<file path="config.mk">
export PLATFORM = sky130hd
export DESIGN_NAME = rsq_sequencer
export DESIGN_NICKNAME = d
export VERILOG_FILES = /design/src/pkg/rsq_pkg.sv /design/src/logic/rsq_sequencer.sv
export VERILOG_INCLUDE_DIRS = /design/src /design/src/pkg
export SDC_FILE = /design/constraint.sdc
export NUM_CORES = 1
export LEC_CHECK = 0
export ABC_AREA = 1
export ABC_CLOCK_PERIOD_IN_PS = 4300
export BUFFER_PORTS_ARGS = -buffer_cell sky130_fd_sc_hd__buf_2
export CORE_MARGIN = 10
export CORE_UTILIZATION = 55
export CTS_CLUSTER_SIZE = 10
export DETAILED_ROUTE_END_ITERATION = 12
export PLACE_DENSITY = 0.74
export SLEW_MARGIN = 25
export SYNTH_ARGS = -nofsm -noshare
export SYNTH_HDL_FRONTEND = slang
export SYNTH_SLANG_ARGS = --single-unit
</file>
<file path="constraint.sdc">
create_clock -name clk_i -period 4.3 [get_ports clk_i]
set_input_delay 0.86 -clock clk_i [delete_from_list [all_inputs] [get_ports clk_i]]
set_output_delay 0.86 -clock clk_i [all_outputs]
set_load 0.05 [all_outputs]
</file>
<file path="src/pkg/rsq_params.svh">
// Purpose: timing constants for the reset start-up delay sequencer
// Assumes: 250 MHz clock
// Notes:   times in ns, cycle counts derived by round-up
`ifndef RSQ_PARAMS_SVH
`define RSQ_PARAMS_SVH
`define RSQ_CLK_PERIOD_NS      4
`define RSQ_T_POR_NS           10000
`define RSQ_T_STARTUP_REG_NS   20000
`define RSQ_T_POWER_UP_TIMER_NS          64000000
`define RSQ_T_RST_NS           20000
`define RSQ_T_LOCK_NS          20000
`define RSQ_T_FAIL_SAFE_CLOCK_MONITOR_NS          100000
`define RSQ_CYC(t)             (((t) + `RSQ_CLK_PERIOD_NS - 1) / `RSQ_CLK_PERIOD_NS)
`define RSQ_OST_PERIODS        1024
`define RSQ_OST_WIDTH          10
`define RSQ_CNT_WIDTH          25
`endif

</file>
<file path="src/pkg/rsq_pkg.sv">
// Purpose: types for the reset start-up delay sequencer
// Assumes: nothing
// Notes:   reset cause and clock source encodings
package rsq_pkg;
    typedef enum logic [2:0] {
        RSQ_CAUSE_POR   = 3'h0,
        RSQ_CAUSE_BOR   = 3'h1,
        RSQ_CAUSE_OTHER = 3'h2,
        RSQ_CAUSE_WAKE  = 3'h3
    } rsq_cause_e;
    typedef enum logic [2:0] {
        RSQ_SRC_PLAIN   = 3'h0,
        RSQ_SRC_PLL     = 3'h1,
        RSQ_SRC_XTAL    = 3'h2,
        RSQ_SRC_XTALPLL = 3'h3
    } rsq_src_e;
    typedef enum logic [3:0] {
        RSQ_ST_IDLE    = 4'h0,
        RSQ_ST_POR     = 4'h1,
        RSQ_ST_STARTUP = 4'h2,
        RSQ_ST_RST     = 4'h3,
        RSQ_ST_RUN     = 4'h4
    } rsq_state_e;
    typedef enum logic [2:0] {
        RSQ_CK_IDLE = 3'h0,
        RSQ_CK_OST  = 3'h1,
        RSQ_CK_LOCK = 3'h2,
        RSQ_CK_FAIL_SAFE_CLOCK_MONITOR = 3'h3,
        RSQ_CK_DONE = 3'h4
    } rsq_ck_e;
    typedef struct packed {
        logic       req;
        rsq_cause_e cause;
        rsq_src_e   src;
        logic       reg_en;
    } rsq_req_s;
endpackage : rsq_pkg

</file>
<file path="src/logic/rsq_sequencer.sv">
// Purpose: release internal system reset and system clock after each reset type
// Assumes: inputs synchronous to clk_i; osc_tick_i one pulse per oscillator period
// Notes:   registers reached over a plain strobe port
//
// Notes on behaviour
// [RULE_01] power-on: hold reset for power-on, start-up and internal state times
// [RULE_02] power-on delay is ten microseconds
// [RULE_03] start-up is 20 us with regulator on, 64 ms power-up timer otherwise
// [RULE_04] wake from powered-down state applies start-up only with regulator on
// [RULE_05] internal state reset time is 20 us, ends every sequence
// [RULE_06] brown-out: start-up plus internal state time, no power-on delay
// [RULE_07] other resets: only internal state time, no clock or monitor delays
// [RULE_08] power-on/brown-out: oscillator start-up for crystal, lock for PLL, both for both
// [RULE_09] oscillator start-up counts 1024 oscillator periods with a 10-bit counter
// [RULE_10] PLL lock delay is 20 us
// [RULE_11] clock delays run independently of the reset delays
// [RULE_12] no execution until a valid clock is released
// [RULE_13] enabled monitor starts supervising at internal reset release
// [RULE_14] no valid clock at monitor start switches to fast internal RC
// [RULE_15] crystal or PLL sources add a monitor delay before supervision
// [RULE_16] monitor delay is a parameter, default 100 us
// [RULE_17] each delay is a counter from a scaled parameter, run in sequence; oscillator start-up compares against a fixed 10'h3ff, not a parameter
// [RULE_18] reset cause and clock source latched at reset entry
//
// Our own choices: the register offsets and strobed register access.
`timescale 1ns/100ps
`include "rsq_params.svh"

module rsq_sequencer
    import rsq_pkg::*;
#(
    parameter int T_POR_NS     = `RSQ_T_POR_NS,
    parameter int T_STARTUP_NS = `RSQ_T_STARTUP_REG_NS,
    parameter int T_POWER_UP_TIMER_NS    = `RSQ_T_POWER_UP_TIMER_NS,
    parameter int T_RST_NS     = `RSQ_T_RST_NS,
    parameter int T_LOCK_NS    = `RSQ_T_LOCK_NS,
    parameter int T_FAIL_SAFE_CLOCK_MONITOR_NS    = `RSQ_T_FAIL_SAFE_CLOCK_MONITOR_NS
)(
    input  wire logic       clk_i,
    input  wire logic       rst_i,
    input  wire logic       ce_i,
    input  wire rsq_req_s   rst_req_i,
    input  wire logic       osc_tick_i,
    input  wire logic       fail_safe_clock_monitor_en_i,
    input  wire logic       clk_valid_i,
    input  wire logic [3:0] addr_i,
    input  wire logic [7:0] wdata_i,
    input  wire logic       wr_i,
    input  wire logic       rd_i,
    output logic      [7:0] rdata_o,
    output logic            sys_rst_o,
    output logic            sys_clk_en_o,
    output logic            exec_en_o,
    output logic            fail_safe_clock_monitor_active_o,
    output logic            frc_switch_o,
    output logic            irq_o
);
    localparam logic [24:0] C_POR  = 25'(`RSQ_CYC(T_POR_NS));     // [RULE_02]
    localparam logic [24:0] C_STRT = 25'(`RSQ_CYC(T_STARTUP_NS)); // [RULE_03]
    localparam logic [24:0] C_POWER_UP_TIMER = 25'(`RSQ_CYC(T_POWER_UP_TIMER_NS));    // [RULE_03]
    localparam logic [24:0] C_RST  = 25'(`RSQ_CYC(T_RST_NS));     // [RULE_05]
    localparam logic [24:0] C_LOCK = 25'(`RSQ_CYC(T_LOCK_NS));    // [RULE_10]
    localparam logic [24:0] C_FAIL_SAFE_CLOCK_MONITOR = 25'(`RSQ_CYC(T_FAIL_SAFE_CLOCK_MONITOR_NS));    // [RULE_16]
    localparam logic [3:0]  A_STAT = 4'h0;
    localparam logic [3:0]  A_MASK = 4'h1;
    localparam logic [3:0]  A_INFO = 4'h2;

    // ==========================================================
    // latched request
    rsq_cause_e  cause_reg;
    rsq_src_e    src_reg;
    logic        regen_reg;
    rsq_state_e  st_reg;
    rsq_state_e  st_next;
    logic [24:0] cnt_reg;
    logic [24:0] cnt_next;
    rsq_ck_e     ck_reg;
    rsq_ck_e     ck_next;
    logic [24:0] ckc_reg;
    logic [24:0] ckc_next;
    logic [9:0]  ost_reg;
    logic        frc_reg;
    logic        mon_reg;
    logic [2:0]  stat_reg;
    logic [2:0]  mask_reg;
    logic [7:0]  rdata_reg;

    wire req       = ce_i && rst_req_i.req;
    wire cnt_done  = (cnt_reg == 25'h0000001);
    wire ckc_done  = (ckc_reg == 25'h0000001);
    wire is_pwr    = (cause_reg == RSQ_CAUSE_POR) || (cause_reg == RSQ_CAUSE_BOR);
    wire use_xtal  = is_pwr && src_reg[1];                          // [RULE_08]
    wire use_pll   = is_pwr && src_reg[0];                          // [RULE_08]
    wire use_fail_safe_clock_monitor  = is_pwr && (src_reg != RSQ_SRC_PLAIN);          // [RULE_15]
    wire rst_rel   = (st_reg == RSQ_ST_RST) && cnt_done;
    wire clk_rdy   = (ck_reg == RSQ_CK_DONE) || (ck_reg == RSQ_CK_FAIL_SAFE_CLOCK_MONITOR);
    wire clk_rdy_fail_safe_clock_monitor = (ck_reg == RSQ_CK_DONE);
    wire mon_start = clk_rdy_fail_safe_clock_monitor && fail_safe_clock_monitor_en_i && (st_reg == RSQ_ST_RUN) && !mon_reg;
    wire fail_ev   = mon_start && !clk_valid_i;                     // [RULE_14]
    wire [2:0] ev  = {fail_ev, 1'b0, rst_rel};
    wire wr_stat   = wr_i && (addr_i == A_STAT);
    wire wr_mask   = wr_i && (addr_i == A_MASK);
    wire [7:0] rd_mux = (addr_i == A_STAT) ? {5'h00, stat_reg} :
                        (addr_i == A_MASK) ? {5'h00, mask_reg} :
                        (addr_i == A_INFO) ? {st_reg[2:0], ck_reg, frc_reg, mon_reg} :
                        8'h00;

    // ==========================================================
    // reset delay chain
    always_comb
    begin
        st_next  = st_reg;
        cnt_next = (cnt_reg > 25'h0000001) ? cnt_reg - 25'h0000001 : cnt_reg;
        case (st_reg)
            RSQ_ST_POR:     if (cnt_done)
                            begin
                                st_next  = RSQ_ST_STARTUP;                    // [RULE_17]
                                cnt_next = regen_reg ? C_STRT : C_POWER_UP_TIMER;       // [RULE_03]
                            end
            RSQ_ST_STARTUP: if (cnt_done)
                            begin
                                st_next  = RSQ_ST_RST;
                                cnt_next = C_RST;                             // [RULE_05]
                            end
            RSQ_ST_RST:     if (cnt_done)
                                st_next = RSQ_ST_RUN;
            RSQ_ST_RUN:     st_next = RSQ_ST_RUN;
            RSQ_ST_IDLE:    st_next = RSQ_ST_IDLE;
            default:        st_next = RSQ_ST_IDLE;
        endcase
        if (req)
        begin
            case (rst_req_i.cause)
                RSQ_CAUSE_POR:
                begin
                    st_next  = RSQ_ST_POR;                                    // [RULE_01]
                    cnt_next = C_POR;
                end
                RSQ_CAUSE_BOR:
                begin
                    st_next  = RSQ_ST_STARTUP;                                // [RULE_06]
                    cnt_next = rst_req_i.reg_en ? C_STRT : C_POWER_UP_TIMER;
                end
                RSQ_CAUSE_WAKE:
                begin
                    st_next  = rst_req_i.reg_en ? RSQ_ST_STARTUP : RSQ_ST_RST; // [RULE_04]
                    cnt_next = rst_req_i.reg_en ? C_STRT : C_RST;
                end
                default:
                begin
                    st_next  = RSQ_ST_RST;                                    // [RULE_07]
                    cnt_next = C_RST;
                end
            endcase
        end
    end

    // ==========================================================
    // clock release chain, independent of the reset chain
    always_comb
    begin
        ck_next  = ck_reg;
        ckc_next = (ckc_reg > 25'h0000001) ? ckc_reg - 25'h0000001 : ckc_reg;
        case (ck_reg)
            RSQ_CK_IDLE:
            begin
                if (use_xtal)
                    ck_next = RSQ_CK_OST;
                else if (use_pll)
                begin
                    ck_next  = RSQ_CK_LOCK;
                    ckc_next = C_LOCK;
                end
                else if (use_fail_safe_clock_monitor)
                begin
                    ck_next  = RSQ_CK_FAIL_SAFE_CLOCK_MONITOR;
                    ckc_next = C_FAIL_SAFE_CLOCK_MONITOR;
                end
                else
                    ck_next = RSQ_CK_DONE;
            end
            RSQ_CK_OST:  if (osc_tick_i && (ost_reg == 10'h3ff))                // [RULE_09]
                         begin
                             ck_next  = use_pll ? RSQ_CK_LOCK : RSQ_CK_FAIL_SAFE_CLOCK_MONITOR;
                             ckc_next = use_pll ? C_LOCK : C_FAIL_SAFE_CLOCK_MONITOR;
                         end
            RSQ_CK_LOCK: if (ckc_done)                                          // [RULE_10]
                         begin
                             ck_next  = RSQ_CK_FAIL_SAFE_CLOCK_MONITOR;
                             ckc_next = C_FAIL_SAFE_CLOCK_MONITOR;
                         end
            RSQ_CK_FAIL_SAFE_CLOCK_MONITOR: if (ckc_done)
                             ck_next = RSQ_CK_DONE;                             // [RULE_15]
            RSQ_CK_DONE: ck_next = RSQ_CK_DONE;
            default:     ck_next = RSQ_CK_IDLE;
        endcase
        if (req)
            ck_next = RSQ_CK_IDLE;                                              // [RULE_11]
    end

    // ==========================================================
    // state registers
    always_ff @(posedge clk_i or posedge rst_i)
    begin
        if (rst_i)
        begin
            cause_reg <= RSQ_CAUSE_POR;
            src_reg   <= RSQ_SRC_PLAIN;
            regen_reg <= 1'b1;
            st_reg    <= RSQ_ST_POR;
            cnt_reg   <= C_POR;
            ck_reg    <= RSQ_CK_DONE;
            ckc_reg   <= 25'h0000000;
        end
        else if (ce_i)
        begin
            if (req)
            begin
                cause_reg <= rst_req_i.cause;                                   // [RULE_18]
                src_reg   <= rst_req_i.src;
                regen_reg <= rst_req_i.reg_en;
            end
            st_reg  <= st_next;
            cnt_reg <= cnt_next;
            ck_reg  <= ck_next;
            ckc_reg <= ckc_next;
        end
    end

    always_ff @(posedge clk_i or posedge rst_i)
    begin
        if (rst_i)
            ost_reg <= 10'h000;
        else if (ce_i)
        begin
            if (ck_reg != RSQ_CK_OST)
                ost_reg <= 10'h000;
            else if (osc_tick_i)
                ost_reg <= ost_reg + 10'h001;                                   // [RULE_09]
        end
    end

    // ==========================================================
    // monitor and fallback
    always_ff @(posedge clk_i or posedge rst_i)
    begin
        if (rst_i)
        begin
            mon_reg <= 1'b0;
            frc_reg <= 1'b0;
        end
        else if (ce_i)
        begin
            if (req)
                mon_reg <= 1'b0;
            else if (mon_start)
                mon_reg <= 1'b1;                                                // [RULE_13]
            if (fail_ev)
                frc_reg <= 1'b1;                                                // [RULE_14]
            else if (req)
                frc_reg <= 1'b0;
        end
    end

    // ==========================================================
    // register port and interrupt
    always_ff @(posedge clk_i or posedge rst_i)
    begin
        if (rst_i)
        begin
            stat_reg  <= 3'h0;
            mask_reg  <= 3'h0;
            rdata_reg <= 8'h00;
        end
        else if (ce_i)
        begin
            stat_reg  <= ev | (stat_reg & ~(wr_stat ? wdata_i[2:0] : 3'h0));
            if (wr_mask)
                mask_reg <= wdata_i[2:0];
            rdata_reg <= rd_i ? rd_mux : 8'h00;
        end
    end

    assign rdata_o       = rdata_reg;
    assign sys_rst_o     = (st_reg != RSQ_ST_RUN);
    assign sys_clk_en_o  = clk_rdy;
    assign exec_en_o     = !sys_rst_o && clk_rdy;                               // [RULE_12]
    assign fail_safe_clock_monitor_active_o = mon_reg;
    assign frc_switch_o  = frc_reg;
    assign irq_o         = |(stat_reg & mask_reg);

    // ==========================================================
    // checks
    property p_exec_gate;
        @(posedge clk_i) disable iff (rst_i)
        (sys_rst_o || ck_reg == RSQ_CK_IDLE || ck_reg == RSQ_CK_OST || ck_reg == RSQ_CK_LOCK)
            |-> !exec_en_o;
    endproperty
    a_exec_gate: assert property (p_exec_gate) else $error("exec without clock"); // [RULE_12]

    property p_other_rst;
        @(posedge clk_i) disable iff (rst_i)
        (req && rst_req_i.cause == RSQ_CAUSE_OTHER) |=> (st_reg == RSQ_ST_RST && cnt_reg == C_RST);
    endproperty
    a_other_rst: assert property (p_other_rst) else $error("other reset chain wrong"); // [RULE_07]

    property p_por_start;
        @(posedge clk_i) disable iff (rst_i)
        (req && rst_req_i.cause == RSQ_CAUSE_POR) |=> (st_reg == RSQ_ST_POR && cnt_reg == C_POR);
    endproperty
    a_por_start: assert property (p_por_start) else $error("power-on chain wrong"); // [RULE_01]

    property p_bor_start;
        @(posedge clk_i) disable iff (rst_i)
        (req && rst_req_i.cause == RSQ_CAUSE_BOR) |=> (st_reg == RSQ_ST_STARTUP);
    endproperty
    a_bor_start: assert property (p_bor_start) else $error("brown-out chain wrong"); // [RULE_06]

    property p_mon_late;
        @(posedge clk_i) disable iff (rst_i)
        $rose(mon_reg) |-> (!sys_rst_o && $past(ck_reg) == RSQ_CK_DONE);
    endproperty
    a_mon_late: assert property (p_mon_late) else $error("monitor started early"); // [RULE_15]

    property p_frc;
        @(posedge clk_i) disable iff (rst_i)
        (ce_i && fail_ev) |=> frc_switch_o;
    endproperty
    a_frc: assert property (p_frc) else $error("no fallback switch"); // [RULE_14]

    property p_no_ck_other;
        @(posedge clk_i) disable iff (rst_i)
        (ce_i && ck_reg == RSQ_CK_IDLE && !use_pll && !use_xtal && !use_fail_safe_clock_monitor && !req)
            |=> (ck_reg == RSQ_CK_DONE);
    endproperty
    a_no_ck_other: assert property (p_no_ck_other) else $error("clock delayed"); // [RULE_08]

    property p_ost_end;
        @(posedge clk_i) disable iff (rst_i)
        (ce_i && !req && ck_reg == RSQ_CK_OST && osc_tick_i && ost_reg == 10'h3ff)
            |=> (ck_reg != RSQ_CK_OST);
    endproperty
    a_ost_end: assert property (p_ost_end) else $error("start-up timer overrun"); // [RULE_09]

    property p_wake_short;
        @(posedge clk_i) disable iff (rst_i)
        (req && rst_req_i.cause == RSQ_CAUSE_WAKE && !rst_req_i.reg_en)
            |=> (st_reg == RSQ_ST_RST && cnt_reg == C_RST);
    endproperty
    a_wake_short: assert property (p_wake_short) else $error("wake chain wrong"); // [RULE_04]

    property p_wake_long;
        @(posedge clk_i) disable iff (rst_i)
        (req && rst_req_i.cause == RSQ_CAUSE_WAKE && rst_req_i.reg_en)
            |=> (st_reg == RSQ_ST_STARTUP && cnt_reg == C_STRT);
    endproperty
    a_wake_long: assert property (p_wake_long) else $error("wake start-up missing"); // [RULE_04]

    property p_por_next;
        @(posedge clk_i) disable iff (rst_i)
        (ce_i && !req && st_reg == RSQ_ST_POR && cnt_done)
            |=> (st_reg == RSQ_ST_STARTUP && cnt_reg == (regen_reg ? C_STRT : C_POWER_UP_TIMER));
    endproperty
    a_por_next: assert property (p_por_next) else $error("start-up delay wrong"); // [RULE_03]

    property p_rst_last;
        @(posedge clk_i) disable iff (rst_i)
        (ce_i && !req && st_reg == RSQ_ST_STARTUP && cnt_done)
            |=> (st_reg == RSQ_ST_RST && cnt_reg == C_RST && sys_rst_o);
    endproperty
    a_rst_last: assert property (p_rst_last) else $error("state time missing"); // [RULE_05]

    property p_lock_entry;
        @(posedge clk_i) disable iff (rst_i)
        (ce_i && !req && ck_reg == RSQ_CK_IDLE && use_pll && !use_xtal)
            |=> (ck_reg == RSQ_CK_LOCK && ckc_reg == C_LOCK);
    endproperty
    a_lock_entry: assert property (p_lock_entry) else $error("lock delay not loaded"); // [RULE_10]

    property p_fail_safe_clock_monitor_end;
        @(posedge clk_i) disable iff (rst_i)
        (ce_i && !req && ck_reg == RSQ_CK_FAIL_SAFE_CLOCK_MONITOR && ckc_done) |=> (ck_reg == RSQ_CK_DONE);
    endproperty
    a_fail_safe_clock_monitor_end: assert property (p_fail_safe_clock_monitor_end) else $error("monitor delay overrun"); // [RULE_16]

    property p_freeze;
        @(posedge clk_i) disable iff (rst_i)
        !ce_i |=> ($stable(st_reg) && $stable(cnt_reg) && $stable(ck_reg) && $stable(stat_reg));
    endproperty
    a_freeze: assert property (p_freeze) else $error("state moved while frozen"); // [RULE_17]
endmodule : rsq_sequencer

</file>
==> results.py <==
metrics = {
    "status": {
        "status": "finished, final reports clean",
    },
    "global_routing": {
        "overflow": 0,
        "grt_max_degree": 44,
        "antenna_found_initial": 0,
        "grt_usage_pct": 19.5,
        "first_global_vias": 5125,
        "grt_first_pass_wirelength_um": 23700,
    },
    "sta": {
        "fin_hold_ws_ns": 0.395,
        "setup_viol": 0,
        "hold_violations": 0,
        "rsz0062_at_grt": "no",
        "tns_ns": 0,
        "setup_ws_ns": 1.72,
        "max_freq_mhz": 387,
        "finalCriticalPeriod_ns": 2.58,
        "worstMarginPinSlew_ns": 0.906,
        "slew_violations": 0,
        "finalCritPeriodShare_pct": 60.0,
        "skew_ns": 0.00989,
        "maxSlewHeadroom_pct": 39.5,
    },
    "clocking": {
        "postCtsSetupRepairBufs": 0,
        "cts_hold_buf": 0,
        "cts_buffer_depth": 2,
        "path_clk_slew_ns": 0.09,
        "cts_tree": "done",
        "cts_made_buffers": 9,
        "cts_resized": 0,
        "h-tree-depth": 3,
        "clk_latency_ns": 0.38,
        "root_buffer": "clkbuf_8",
        "cts_sinks": 88,
    },
    "floorplanning": {
        "die_area_sq_um": 14500,
        "core_area_sq_um": 9820,
        "ios": 42,
        "fp.dieW_um": 120,
        "rows": 36,
        "start_util_pct": 56.5,
        "die_y_um": 120,
    },
    "final_layout": {
        "nets": 827,
        "final_util_pct": 61.6,
        "seqCellArea_sq_um": 2210,
        "area_growth_syn_to_layout_pct": 8.97,
        "final-instance-count-excl-fill": 932,
        "n_antenna_cell": 0,
        "final_area_sq_um": 6050,
        "drive_above_1_share_pct": 16.1,
        "nFillCells": 954,
        "multi_input_area_sq_um": 2920,
    },
    "logic_synthesis": {
        "yosys.area.top_type": "dfrtp_1",
        "yosysUniqueCellTypes": 50,
        "yosysSeqAreaShare_pct": 39.8,
        "syn-instance-count": 756,
        "syn-cell-area_sq_um": 5550,
        "yosysTopAreaCellShare_pct": 36.1,
        "syn-num-nets": 789,
        "ys_warn_count": 0,
        "avgSynthCellArea_sq_um": 7.34,
        "synth.area.top_cells": "dfrtp_1 (36%), nand2_1 (11%), nor2_1 (7.1%)",
        "ys_seq_elements": 88,
    },
    "min_path": {
        "hold_class": "input port to asynchronous set/reset pin",
    },
    "power": {
        "p_per_area_nw_per_um2": 471,
        "ir_worst_vdd_uv": 260,
        "p_total_mw": 2.85,
        "p_leak_nw": 2.89,
    },
    "place": {
        "placed_area_sq_um": 5860,
        "portBuffers": 36,
        "gp_congestion": 0.893,
        "dp_hpwl_um": 10200,
        "dp_slack_ns": 1.42,
        "dp.cells": 916,
    },
    "critical_path": {
        "cp.required_ns": 3.44,
        "critPathMaxFanout": 5,
        "critPathCaptureType": "output port",
        "critPathKind": "flip-flop to output port",
        "startpoint_type": "flip-flop",
        "worstPathArrival_ns": 1.72,
    },
    "detailed_routing": {
        "dr.pass1.iters": 5,
        "wl_per_cell_um": 14.7,
        "post_drt_via_cell_ratio": 5.50,
        "antenna_left": 0,
        "drt-initial-drc-count": 301,
        "vias": 5129,
        "drc_errors": 0,
        "routed_wl_um": 13700,
    },
    "run": {
        "cap_violations": 0,
    },
}
-- cells by family after synthesis --
group                      share of synthesized area [%]
xor gates and xnor gates                            3.00
and+or+nand+nor                                     35.9
buffers and inverters                               7.57
AOI/OAI and AO/OA                                   12.6
DFF                                                 39.8
adders and majority gates                           1.13
-- cell usage in the layout (no fill, tap or decap), drive strengths merged --
cell	netlist	final
a21o	2	2
a21oi	24	24
a22oi	4	4
a31oi	4	4
a41oi	1	1
and2	1	1
buf	7	39
clkbuf	5	12
clkinv	0	4
clkinvlp	0	1
dfrtp	80	80
dfstp	8	8
ha	5	5
inv	96	95
nand2	169	169
nand3	68	68
nand4	18	18
nor2	130	130
nor3	32	32
nor3b	1	1
o2111ai	2	2
o211a	1	1
o211ai	12	12
o21a	1	1
o21ai	54	54
o21bai	2	2
o221ai	2	2
o22a	1	1
o22ai	1	1
o31ai	5	5
or2	1	1
xnor2	6	6
xor2	13	13
-- area by class of cell --
cell class | instances | area share, %
repair buffers | 39 | 3.35
inverters | 96 | 6.02
well taps | 133 | 2.75
clock buffers | 12 | 2.56
multi-input cells | 560 | 48.3
flip-flops and latches | 88 | 36.6
clock inverters | 4 | 0.496
-- synthesized netlist by cell type, drive strengths merged --
cell,n
o21ai,54
dfstp,8
and2,1
nor3,32
dfrtp,80
inv,96
ha,5
o22ai,1
a21o,2
or2,1
o221ai,2
clkbuf,5
a22oi,4
nor3b,1
o22a,1
o211ai,12
o21a,1
xnor2,6
o21bai,2
o31ai,5
a41oi,1
o2111ai,2
o211a,1
a21oi,24
a31oi,4
nand2,169
nand4,18
buf,7
nand3,68
nor2,130
xor2,13
-- power breakdown --
group / switching (mW) / internal [mW] / leakage, nW
Sequential: 0.184 / 1.02 / 1.11
Combinational: 0.733 / 0.351 / 1.69
Clock: 0.319 / 0.243 / 0.0926
Total: 1.24 / 1.61 / 2.89
-- final timing paths --
check,cells after the start,endpoint,slack [ns],startpoint
hold reg to reg,2,rdata_o[5],0.49,rdata_o[5]
setup reg to reg,11,cnt_reg[22],2.33,cnt_reg[1]
setup / recovery,5,exec_en_o,1.72,st_reg[2]
hold / removal,2,ost_reg[1],0.39,rst_i
max in group asynchronous,3,cnt_reg[7],3.13,rst_i
min in group clk_i,2,rdata_o[5],0.49,rdata_o[5]
-- layer usage --
layer | global-route usage, % | vias to the layer above | part of all wire [%]
li1 | - | 2564 | -
met1 | 23.9 | 2445 | 45
met2 | 34.2 | 101 | 49
met3 | 3.77 | 19 | 4.2
met4 | 5.51 | 0 | 1.5
met5 | 0 | - | 0
-- worst max-delay path, cell delays in order, from the launching register on --
cell and delay [ns]:
dfrtp_1 0.43, inv_1 0.10, nor3_1 0.33, inv_1 0.10
a21oi_1 0.12, buf_2 0.27
No activity file was read; power rests on OpenSTA's default activity.
